`config.mk`:
```
export PLATFORM = sky130hd
export DESIGN_NAME = spx_expander
export DESIGN_NICKNAME = d
export VERILOG_FILES = /design/src/hdl/spx_pkg.sv /design/src/hdl/spx_expander.sv /design/src/hdl/spx_spi_slave.sv
export SDC_FILE = /design/constraint.sdc
export NUM_CORES = 1
export LEC_CHECK = 0
export BUFFER_PORTS_ARGS = -buffer_cell sky130_fd_sc_hd__buf_2
export CORE_ASPECT_RATIO = 1.2
export CORE_MARGIN = 1.5
export CORE_UTILIZATION = 35
export CTS_CLUSTER_SIZE = 16
export DETAILED_ROUTE_END_ITERATION = 10
export HOLD_SLACK_MARGIN = 0.03
export PLACE_DENSITY = 0.62
export SLEW_MARGIN = 20
export SYNTH_ARGS = -nofsm -noshare
export SYNTH_HDL_FRONTEND = slang
export SYNTH_SLANG_ARGS = --single-unit
```
`constraint.sdc`:
```
create_clock -name core_clk -period 20.9 [get_ports core_clk]
set_input_delay 3.135 -clock core_clk [delete_from_list [all_inputs] [get_ports core_clk]]
set_output_delay 3.135 -clock core_clk [all_outputs]
set_load 0.05 [all_outputs]
```
`src/hdl/spx_pkg.sv`:
```
// constants, register map and types of the sixteen-pin serial io expander
package spx_pkg;

  // ----------------------------------------------------------------
  // sizes and timing
  // ----------------------------------------------------------------
  localparam int unsigned PINS         = 16;
  localparam int unsigned CLK_NS       = 8;
  localparam int unsigned RST_LOW_NS   = 40;
  // one sample past the limit, so a pulse of exactly the limit is ignored
  localparam logic [3:0]  RST_LOW_CNT  = 4'(RST_LOW_NS / CLK_NS + 1);
  localparam int unsigned SCLK_MAX_KHZ = 26000;
  // sync order: reset pin, chip select, serial clock, serial in, port pins
  localparam logic [19:0] SYNC_RST     = 20'hC0000;

  // ----------------------------------------------------------------
  // register byte offsets
  // ----------------------------------------------------------------
  localparam logic [7:0] OFF_INPUT = 8'h00;
  localparam logic [7:0] OFF_OUT   = 8'h04;
  localparam logic [7:0] OFF_DIR   = 8'h08;
  localparam logic [7:0] OFF_TRI   = 8'h0C;
  localparam logic [7:0] OFF_PULL  = 8'h10;
  localparam logic [7:0] OFF_POL   = 8'h14;
  localparam logic [7:0] OFF_IEN   = 8'h18;
  localparam logic [7:0] OFF_RISE  = 8'h1C;
  localparam logic [7:0] OFF_FALL  = 8'h20;
  localparam logic [7:0] OFF_MASK  = 8'h24;
  localparam logic [7:0] OFF_PEND  = 8'h28;

  // configuration words are stored in one array, offset order
  localparam int unsigned CFG_OUT  = (OFF_OUT - OFF_OUT) / 4;
  localparam int unsigned CFG_DIR  = (OFF_DIR - OFF_OUT) / 4;
  localparam int unsigned CFG_TRI  = (OFF_TRI - OFF_OUT) / 4;
  localparam int unsigned CFG_PULL = (OFF_PULL - OFF_OUT) / 4;
  localparam int unsigned CFG_POL  = (OFF_POL - OFF_OUT) / 4;
  localparam int unsigned CFG_IEN  = (OFF_IEN - OFF_OUT) / 4;
  localparam int unsigned CFG_RISE = (OFF_RISE - OFF_OUT) / 4;
  localparam int unsigned CFG_FALL = (OFF_FALL - OFF_OUT) / 4;
  localparam int unsigned CFG_MASK = (OFF_MASK - OFF_OUT) / 4;
  localparam int unsigned NCFG     = CFG_MASK + 1;

  // ----------------------------------------------------------------
  // values after reset
  // ----------------------------------------------------------------
  localparam logic [15:0] RST_ZERO = 16'h0000;
  localparam logic [15:0] RST_MASK = 16'hFFFF;
  localparam logic [NCFG-1:0][15:0] CFG_RST = {RST_MASK, {(NCFG - 1){RST_ZERO}}};

  // ----------------------------------------------------------------
  // serial frame
  // ----------------------------------------------------------------
  localparam logic [4:0] CMD_BITS   = 5'h08;
  localparam logic [4:0] FRAME_BITS = 5'h18;

  typedef enum logic [1:0] {
    PH_CMD  = 2'b00,
    PH_RD   = 2'b01,
    PH_WR   = 2'b10,
    PH_DONE = 2'b11
  } spx_phase_t;

endpackage

```
`src/hdl/spx_expander.sv`:
```
// sixteen-pin io expander core: link, register file, pins and interrupt

module spx_expander (
  // clock, reset, enable
  input  wire logic        core_clk,
  input  wire logic        rst,
  input  wire logic        ce,
  // register bus
  input  wire logic [7:0]  avs_address,
  input  wire logic        avs_read,
  input  wire logic        avs_write,
  input  wire logic [31:0] avs_writedata,
  input  wire logic [3:0]  avs_byteenable,
  output logic [31:0]      avs_readdata,
  output logic             avs_waitrequest,
  // serial link
  input  wire logic        spi_sclk,
  input  wire logic        spi_cs_n,
  input  wire logic        spi_si,
  output logic             spi_so,
  output logic             spi_so_oe_n,
  // reset pin
  input  wire logic        pin_reset_n,
  // port pins
  input  wire logic [15:0] port_pins_i,
  output logic [15:0]      port_pins_o,
  output logic [15:0]      port_pins_oe_n,
  output logic [15:0]      port_pins_pullup_en,
  // interrupt pin
  output logic             irq_n_o,
  output logic             irq_n_oe_n
);

  // ----------------------------------------------------------------
  // input synchronisers
  // ----------------------------------------------------------------
  logic [19:0] sync1_q;
  logic [19:0] sync2_q;
  logic [15:0] pins_s;
  logic        si_s;
  logic        sclk_s;
  logic        csn_s;
  logic        prst_n_s;

  always_ff @(posedge core_clk or posedge rst) begin
    if (rst) begin
      sync1_q <= spx_pkg::SYNC_RST;
      sync2_q <= spx_pkg::SYNC_RST;
    end else if (ce) begin
      sync1_q <= {pin_reset_n, spi_cs_n, spi_sclk, spi_si, port_pins_i};
      sync2_q <= sync1_q;
    end
  end

  assign pins_s   = sync2_q[15:0];
  assign si_s     = sync2_q[16];
  assign sclk_s   = sync2_q[17];
  assign csn_s    = sync2_q[18];
  assign prst_n_s = sync2_q[19];

  // ----------------------------------------------------------------
  // reset pin filter
  // ----------------------------------------------------------------
  // a glitch shorter than the limit never resets the part
  logic [3:0] rlow_q;
  logic       sreset;

  always_ff @(posedge core_clk or posedge rst) begin
    if (rst) begin
      rlow_q <= 4'h0;
    end else if (ce) begin
      if (prst_n_s) begin
        rlow_q <= 4'h0;
      end else if (rlow_q != spx_pkg::RST_LOW_CNT) begin
        rlow_q <= rlow_q + 4'h1;
      end
    end
  end

  assign sreset = (rlow_q == spx_pkg::RST_LOW_CNT);

  // ----------------------------------------------------------------
  // state and aliases
  // ----------------------------------------------------------------
  logic [spx_pkg::NCFG-1:0][15:0] cfg_q;
  logic [15:0] pend_q;
  logic [15:0] base_q;
  logic [15:0] prev_q;
  logic [15:0] out_v;
  logic [15:0] dir_v;
  logic [15:0] tri_v;
  logic [15:0] pull_v;
  logic [15:0] pol_v;
  logic [15:0] ien_v;
  logic [15:0] rise_en_v;
  logic [15:0] fall_en_v;
  logic [15:0] mask_v;
  logic [15:0] lvl;

  assign out_v     = cfg_q[spx_pkg::CFG_OUT];
  assign dir_v     = cfg_q[spx_pkg::CFG_DIR];
  assign tri_v     = cfg_q[spx_pkg::CFG_TRI];
  assign pull_v    = cfg_q[spx_pkg::CFG_PULL];
  assign pol_v     = cfg_q[spx_pkg::CFG_POL];
  assign ien_v     = cfg_q[spx_pkg::CFG_IEN];
  assign rise_en_v = cfg_q[spx_pkg::CFG_RISE];
  assign fall_en_v = cfg_q[spx_pkg::CFG_FALL];
  assign mask_v    = cfg_q[spx_pkg::CFG_MASK];
  assign lvl       = pins_s ^ pol_v;

  function automatic logic [15:0] rd_mux(input logic [5:0] idx);
    logic [5:0] rel;
    rel    = 6'(idx - spx_pkg::OFF_OUT[7:2]);
    rd_mux = 16'h0000;
    if (idx == spx_pkg::OFF_INPUT[7:2]) begin
      rd_mux = lvl;
    end else if (idx == spx_pkg::OFF_PEND[7:2]) begin
      rd_mux = pend_q;
    end else if (rel < 6'(spx_pkg::NCFG)) begin
      rd_mux = cfg_q[rel[3:0]];
    end
  endfunction

  function automatic logic [15:0] wmerge(input logic [15:0] old, input logic [15:0] data,
                                         input logic [15:0] bm);
    wmerge = (old & ~bm) | (data & bm);
  endfunction

  // ----------------------------------------------------------------
  // serial link
  // ----------------------------------------------------------------
  logic        spi_rd;
  logic        spi_wr;
  logic [5:0]  spi_idx;
  logic [15:0] spi_wdata;
  logic [15:0] spi_rdata;

  always_comb spi_rdata = rd_mux(spi_idx);

  spx_spi_slave u_link (
    .core_clk (core_clk),
    .rst      (rst),
    .ce       (ce),
    .clr      (sreset),
    .sclk_s   (sclk_s),
    .csn_s    (csn_s),
    .si_s     (si_s),
    .so       (spi_so),
    .so_oe_n  (spi_so_oe_n),
    .rdata    (spi_rdata),
    .rd_stb   (spi_rd),
    .wr_stb   (spi_wr),
    .idx      (spi_idx),
    .wdata    (spi_wdata)
  );

  // ----------------------------------------------------------------
  // register bus slave
  // ----------------------------------------------------------------
  // one wait state: read data captured at the first edge, write lands at the second
  logic        avs_ack_q;
  logic        avs_req;
  logic        avs_rd;
  logic        avs_wr;
  logic [5:0]  avs_idx;
  logic [15:0] avs_bm;

  assign avs_req         = avs_read | avs_write;
  assign avs_waitrequest = avs_req & ~avs_ack_q;
  assign avs_rd          = avs_read & ~avs_ack_q;
  assign avs_wr          = avs_write & avs_ack_q;
  assign avs_idx         = avs_address[7:2];
  assign avs_bm          = {{8{avs_byteenable[1]}}, {8{avs_byteenable[0]}}};

  always_ff @(posedge core_clk or posedge rst) begin
    if (rst) begin
      avs_ack_q    <= 1'b0;
      avs_readdata <= 32'h00000000;
    end else if (ce) begin
      avs_ack_q <= avs_waitrequest;
      if (avs_rd) begin
        avs_readdata <= {16'h0000, rd_mux(avs_idx)};
      end
    end
  end

  // ----------------------------------------------------------------
  // configuration registers
  // ----------------------------------------------------------------
  // a link write and a bus write in one cycle both land; the bus bytes win
  for (genvar k = 0; k < spx_pkg::NCFG; k++) begin : g_cfg
    localparam logic [5:0] KIDX = 6'(spx_pkg::OFF_OUT[7:2] + k);
    logic        hit_spi;
    logic        hit_avs;
    logic [15:0] mid;

    assign hit_spi = spi_wr && spi_idx == KIDX;
    assign hit_avs = avs_wr && avs_idx == KIDX;
    assign mid     = hit_spi ? spi_wdata : cfg_q[k];

    always_ff @(posedge core_clk or posedge rst) begin
      if (rst) begin
        cfg_q[k] <= spx_pkg::CFG_RST[k];
      end else if (ce) begin
        if (sreset) begin
          cfg_q[k] <= spx_pkg::CFG_RST[k];
        end else if (hit_avs) begin
          cfg_q[k] <= wmerge(mid, avs_writedata[15:0], avs_bm);
        end else if (hit_spi) begin
          cfg_q[k] <= spi_wdata;
        end
      end
    end
  end

  // ----------------------------------------------------------------
  // pin drivers
  // ----------------------------------------------------------------
  assign port_pins_o = out_v;

  always_ff @(posedge core_clk or posedge rst) begin
    if (rst) begin
      port_pins_oe_n      <= 16'hFFFF;
      port_pins_pullup_en <= 16'h0000;
    end else if (ce) begin
      if (sreset) begin
        port_pins_oe_n      <= 16'hFFFF;
        port_pins_pullup_en <= 16'h0000;
      end else begin
        port_pins_oe_n      <= ~(dir_v & ~tri_v);
        port_pins_pullup_en <= pull_v & ~dir_v;
      end
    end
  end

  // ----------------------------------------------------------------
  // change detection and pending flags
  // ----------------------------------------------------------------
  // a polarity write flips the level and may itself count as an edge
  logic [15:0] set_v;
  logic [15:0] clr_v;
  logic [15:0] w1c_v;
  logic        rd_clr;

  assign rd_clr = (spi_rd && spi_idx == spx_pkg::OFF_INPUT[7:2]) ||
                  (avs_rd && avs_idx == spx_pkg::OFF_INPUT[7:2]);
  assign w1c_v  = ((avs_wr && avs_idx == spx_pkg::OFF_PEND[7:2]) ?
                   (avs_writedata[15:0] & avs_bm) : 16'h0000) |
                  ((spi_wr && spi_idx == spx_pkg::OFF_PEND[7:2]) ? spi_wdata : 16'h0000);

  always_ff @(posedge core_clk or posedge rst) begin
    if (rst) begin
      prev_q <= 16'h0000;
    end else if (ce) begin
      prev_q <= lvl;
    end
  end

  for (genvar i = 0; i < spx_pkg::PINS; i++) begin : g_pin
    logic up;
    logic down;

    assign up       = lvl[i] & ~prev_q[i];
    assign down     = ~lvl[i] & prev_q[i];
    assign set_v[i] = ien_v[i] & ~dir_v[i] &
                      ((up & rise_en_v[i]) | (down & fall_en_v[i]));
    assign clr_v[i] = (pend_q[i] & (lvl[i] == base_q[i])) | rd_clr | w1c_v[i];

    always_ff @(posedge core_clk or posedge rst) begin
      if (rst) begin
        pend_q[i] <= 1'b0;
        base_q[i] <= 1'b0;
      end else if (ce) begin
        if (sreset) begin
          pend_q[i] <= 1'b0;
        end else if (set_v[i]) begin
          pend_q[i] <= 1'b1;
          base_q[i] <= prev_q[i];
        end else if (clr_v[i]) begin
          pend_q[i] <= 1'b0;
        end
      end
    end
  end

  // ----------------------------------------------------------------
  // interrupt pin
  // ----------------------------------------------------------------
  assign irq_n_o = 1'b0;

  always_ff @(posedge core_clk or posedge rst) begin
    if (rst) begin
      irq_n_oe_n <= 1'b1;
    end else if (ce) begin
      irq_n_oe_n <= ~|(pend_q & mask_v);
    end
  end
endmodule

```
`src/hdl/spx_spi_slave.sv`:
```
// serial frame engine: command byte then sixteen data bits, mode 0
module spx_spi_slave (
  // clock, reset, enable
  input  wire logic        core_clk,
  input  wire logic        rst,
  input  wire logic        ce,
  input  wire logic        clr,
  // synchronised link
  input  wire logic        sclk_s,
  input  wire logic        csn_s,
  input  wire logic        si_s,
  output logic             so,
  output logic             so_oe_n,
  // register access
  input  wire logic [15:0] rdata,
  output logic             rd_stb,
  output logic             wr_stb,
  output logic [5:0]       idx,
  output logic [15:0]      wdata
);

  logic                sclk_p_q;
  logic [4:0]          cnt_q;
  logic [15:0]         sh_q;
  logic [15:0]         tx_q;
  spx_pkg::spx_phase_t ph_q;
  logic                rise;
  logic                fall;

  assign rise = sclk_s & ~sclk_p_q;
  assign fall = ~sclk_s & sclk_p_q;
  assign so   = tx_q[15];

  // ----------------------------------------------------------------
  // frame decode
  // ----------------------------------------------------------------
  always_ff @(posedge core_clk or posedge rst) begin
    if (rst) begin
      sclk_p_q <= 1'b0;
      cnt_q    <= 5'h00;
      sh_q     <= 16'h0000;
      ph_q     <= spx_pkg::PH_CMD;
      rd_stb   <= 1'b0;
      wr_stb   <= 1'b0;
      idx      <= 6'h00;
      wdata    <= 16'h0000;
    end else if (ce) begin
      sclk_p_q <= sclk_s;
      rd_stb   <= 1'b0;
      wr_stb   <= 1'b0;
      if (clr || csn_s) begin
        cnt_q <= 5'h00;
        ph_q  <= spx_pkg::PH_CMD;
      end else if (rise && ph_q != spx_pkg::PH_DONE) begin
        sh_q  <= {sh_q[14:0], si_s};
        cnt_q <= cnt_q + 5'h01;
        unique case (ph_q)
          spx_pkg::PH_CMD: begin
            if (cnt_q == spx_pkg::CMD_BITS - 5'h01) begin
              idx    <= {sh_q[4:0], si_s};
              ph_q   <= sh_q[6] ? spx_pkg::PH_RD : spx_pkg::PH_WR;
              rd_stb <= sh_q[6];
            end
          end
          spx_pkg::PH_WR: begin
            if (cnt_q == spx_pkg::FRAME_BITS - 5'h01) begin
              wdata  <= {sh_q[14:0], si_s};
              wr_stb <= 1'b1;
              ph_q   <= spx_pkg::PH_DONE;
            end
          end
          spx_pkg::PH_RD: begin
            if (cnt_q == spx_pkg::FRAME_BITS - 5'h01) begin
              ph_q <= spx_pkg::PH_DONE;
            end
          end
          spx_pkg::PH_DONE: begin
          end
        endcase
      end
    end
  end

  // ----------------------------------------------------------------
  // serial out, changes on falling edges after the first data bit
  // ----------------------------------------------------------------
  always_ff @(posedge core_clk or posedge rst) begin
    if (rst) begin
      tx_q    <= 16'h0000;
      so_oe_n <= 1'b1;
    end else if (ce) begin
      so_oe_n <= csn_s;
      if (rd_stb) begin
        tx_q <= rdata;
      end else if (fall && ph_q == spx_pkg::PH_RD && cnt_q > spx_pkg::CMD_BITS) begin
        tx_q <= {tx_q[14:0], 1'b0};
      end
    end
  end
endmodule

```
==> metrics.txt <==
status=finished, final reports clean; Post-synth ARST share=100%; crit path max fanout=4; CP Data Required Time=between 15 and 20 ns; die area=approximately 62000 um^2; Final Setup Violations=0; GRT overflow=0; Final Max Slew Viols=0; die height=~270 um; Place WS=14.09 ns; WS Path Type=input port to output pin; H-tree depth=2; R2R cell count=9; LEAKAGE=approximately 10 nW; top flop regs=sync1_q: 20 flops, sync2_q: 20 flops; Num CTS Buffers=between 40 and 50; RR Endpoint=pull_v[0]; Yosys top cell by area=dfrtp_1; final net count=about 2300; Post-CTS Hold Buffers=0; area of the multi-input gates=approximately 11000 um^2; Synth top area share=approximately 37%; FILL cells=around 5800; min-delay worst type=register to register; P per Cell Area=roughly 98 nW/um^2; Skew-Pair Late Insertion Delay=slightly below 0.6 ns; Post-Layout Inst Area=23600 um^2; crit path DAT=3.68 ns; CTS root buf=clkbuf_16; Clock Sink Count=350; Initial DRT Pass Iterations=6; Antenna Nets Post-Route=0; Setup crit end kind=output pin; post-cts resize count=0; number of remaining DRC errors=0; fin crit period=6.82 ns; Fin Clk Skew=0.0188 ns; largest net degree at the start of global routing=102; Slew Limit Headroom=a little under a quarter; share of cells above drive strength 1=20.4%; Area Overhead vs Synth=12.2%; CTS tree=done; via count=~19000; synthesized area=between 20000 and 25000 um^2; register area share after synthesis=a little over two fifths; ys flop type=dfrtp_1; worst-margin pin slew=1.16 ns; first-pass GRT wire length=between 100000 and 150000 um; FF/Latch Area=~8800 um^2; #FFs+latches synth=350; R2R Setup Slk=around 17 ns; Final Hold Fails=0; hold path depth=1; number of flops mapped to enable cells by yosys=0; Core Area=around 60000 um^2; Synth cell types=a little over 70; die extent in x=between 200 and 250 um; Syn. warnings=0; row cnt=between 90 and 100; startpoint types=input port; most common cell in the synthesized netlist=dfrtp_1; Final WS setup=14.08 ns; Post-CTS Setup Bufs=0; synth top area cells=dfrtp_1, mux4_2, nand2_1; number of global-route vias before repair=between 15000 and 20000; setup_tns=0 ns; deepest clock path buffer count=3; RSZ-0062 raised after global routing=no; I/O Pins=154; final worst-path cycle share=approximately 33%; Synth Area per Inst=about 9.4 um^2; HP Start=port_pins_pullup_en[0]; clock-pin slew on the worst setup and hold paths=roughly 0.06 ns; DRT iter0 DRCs=approximately 2200; Detailed Place HPWL=roughly 52000 um; Via density=~6.2; wire length per cell=roughly 26 um; initial core utilization=35.4%; max_cap viols=0; Hold Path Sink=port_pins_pullup_en[0]; Port Buffers=116; VDD IR max=around 0.048 mV; initial antenna violation count=5; RePlAce Congestion=between 0.9 and 1; r2r startpoint=rlow_q[0]; drt total wl=80800 um; Commonest cells post-synth=dfrtp_1, nand2_1, clkbuf_1; Peak Freq=approximately 150 MHz; Syn Inst Count=between 2000 and 2500; overall fraction of global-route tracks in use=26.1%; Placed Area=22100 um^2
==> routing by layer <==
metal  part of all wire (%)  global-route usage (%)  routed length [um]
met5                  0.024                       0                  19
met4                    8.5                    19.8                6840
met3                    8.6                    4.90                6920
met2                     47                    41.4               37900
met1                     36                    31.2               29100
==> layout by cell type (no fill, tap or decap), drive strengths merged, types with 46 or more instances in the layout <==
cell type | netlist | layout
a21oi | 86 | 86
a22o | 53 | 53
a31oi | 66 | 66
buf | 51 | 151
clkbuf | 168 | 63
dfrtp | 312 | 312
inv | 67 | 68
mux2 | 94 | 94
mux4 | 60 | 60
nand2 | 303 | 303
nand3 | 133 | 133
nor2 | 134 | 134
o21ai | 161 | 161
o2bb2ai | 46 | 46
==> critical path, stage by stage <==
cell and delay, ns:
buf_2 0.11, nor2_1 0.05, nor2_1 0.11, buf_2 0.28
==> worst max path at each step <==
| stage | startpoint | endpoint | cells past startpoint |
|---|---|---|---|
| 2_1_floorplan | rst | avs_ack_q | 1 |
| 3_3_place_gp | avs_write | avs_waitrequest | 4 |
| 3_5_place_dp | avs_write | avs_waitrequest | 4 |
| 4_1_cts | avs_write | avs_waitrequest | 4 |
| 5_1_grt | avs_write | avs_waitrequest | 4 |
| 6_report | avs_write | avs_waitrequest | 4 |
==> kinds of logic (layout without fill, tap and decap cells) <==
kind of cell / Yosys count / count (layout) / share of synthesized area [%]
AOI/OAI and AO/OA: 655 / 655 / 21.5
buffers and inverters: 286 / 294 / 5.66
adders and majority gates: 21 / 21 / 1.25
muxes: 192 / 192 / 13.3
DFF: 350 / 350 / 41.8
xor gates and xnor gates: 38 / 38 / 1.62
other: 1 / 19 / 0.0178
and+or+nand+nor: 685 / 685 / 14.8
==> cell type report <==
type                            count  share of cell area [%]
Multi-Input combinational cell   1608                    47.6
Sequential cell                   350                    37.3
Clock buffer                       63                    5.38
Tap cell                          800                    4.24
Timing Repair Buffer              151                    3.68
Inverter                           67                    1.11
Clock inverter                     13                   0.689
Antenna cell                        2                  0.0212
==> per-stage QoR <==
| step | hold WS [ns] | utilization (%) | cells | power, W |
|---|---|---|---|---|
| final | 0.478 | 39.7 | 3054 | 0.00231 |
| after global routing | 0.497 | 39.7 | 3053 | 0.00240 |
| after CTS | 0.486 | 39.6 | 3051 | 0.00232 |
| after detailed placement | 0.462 | 37.2 | 2975 | 0.00154 |
| after global placement | 0.464 | 37.2 | 2975 | 0.00153 |
| after floorplan | 0.452 | - | 2244 | 0.00134 |
==> power by group <==
part	internal, W	leakage (nW)	switching [W]
registers	0.000800	4.45	0.000137
logic	0.000224	4.78	0.000382
clock network	0.000457	0.685	0.000313
total	0.00148	9.91	0.000832
(Power assumes the default switching activity.)
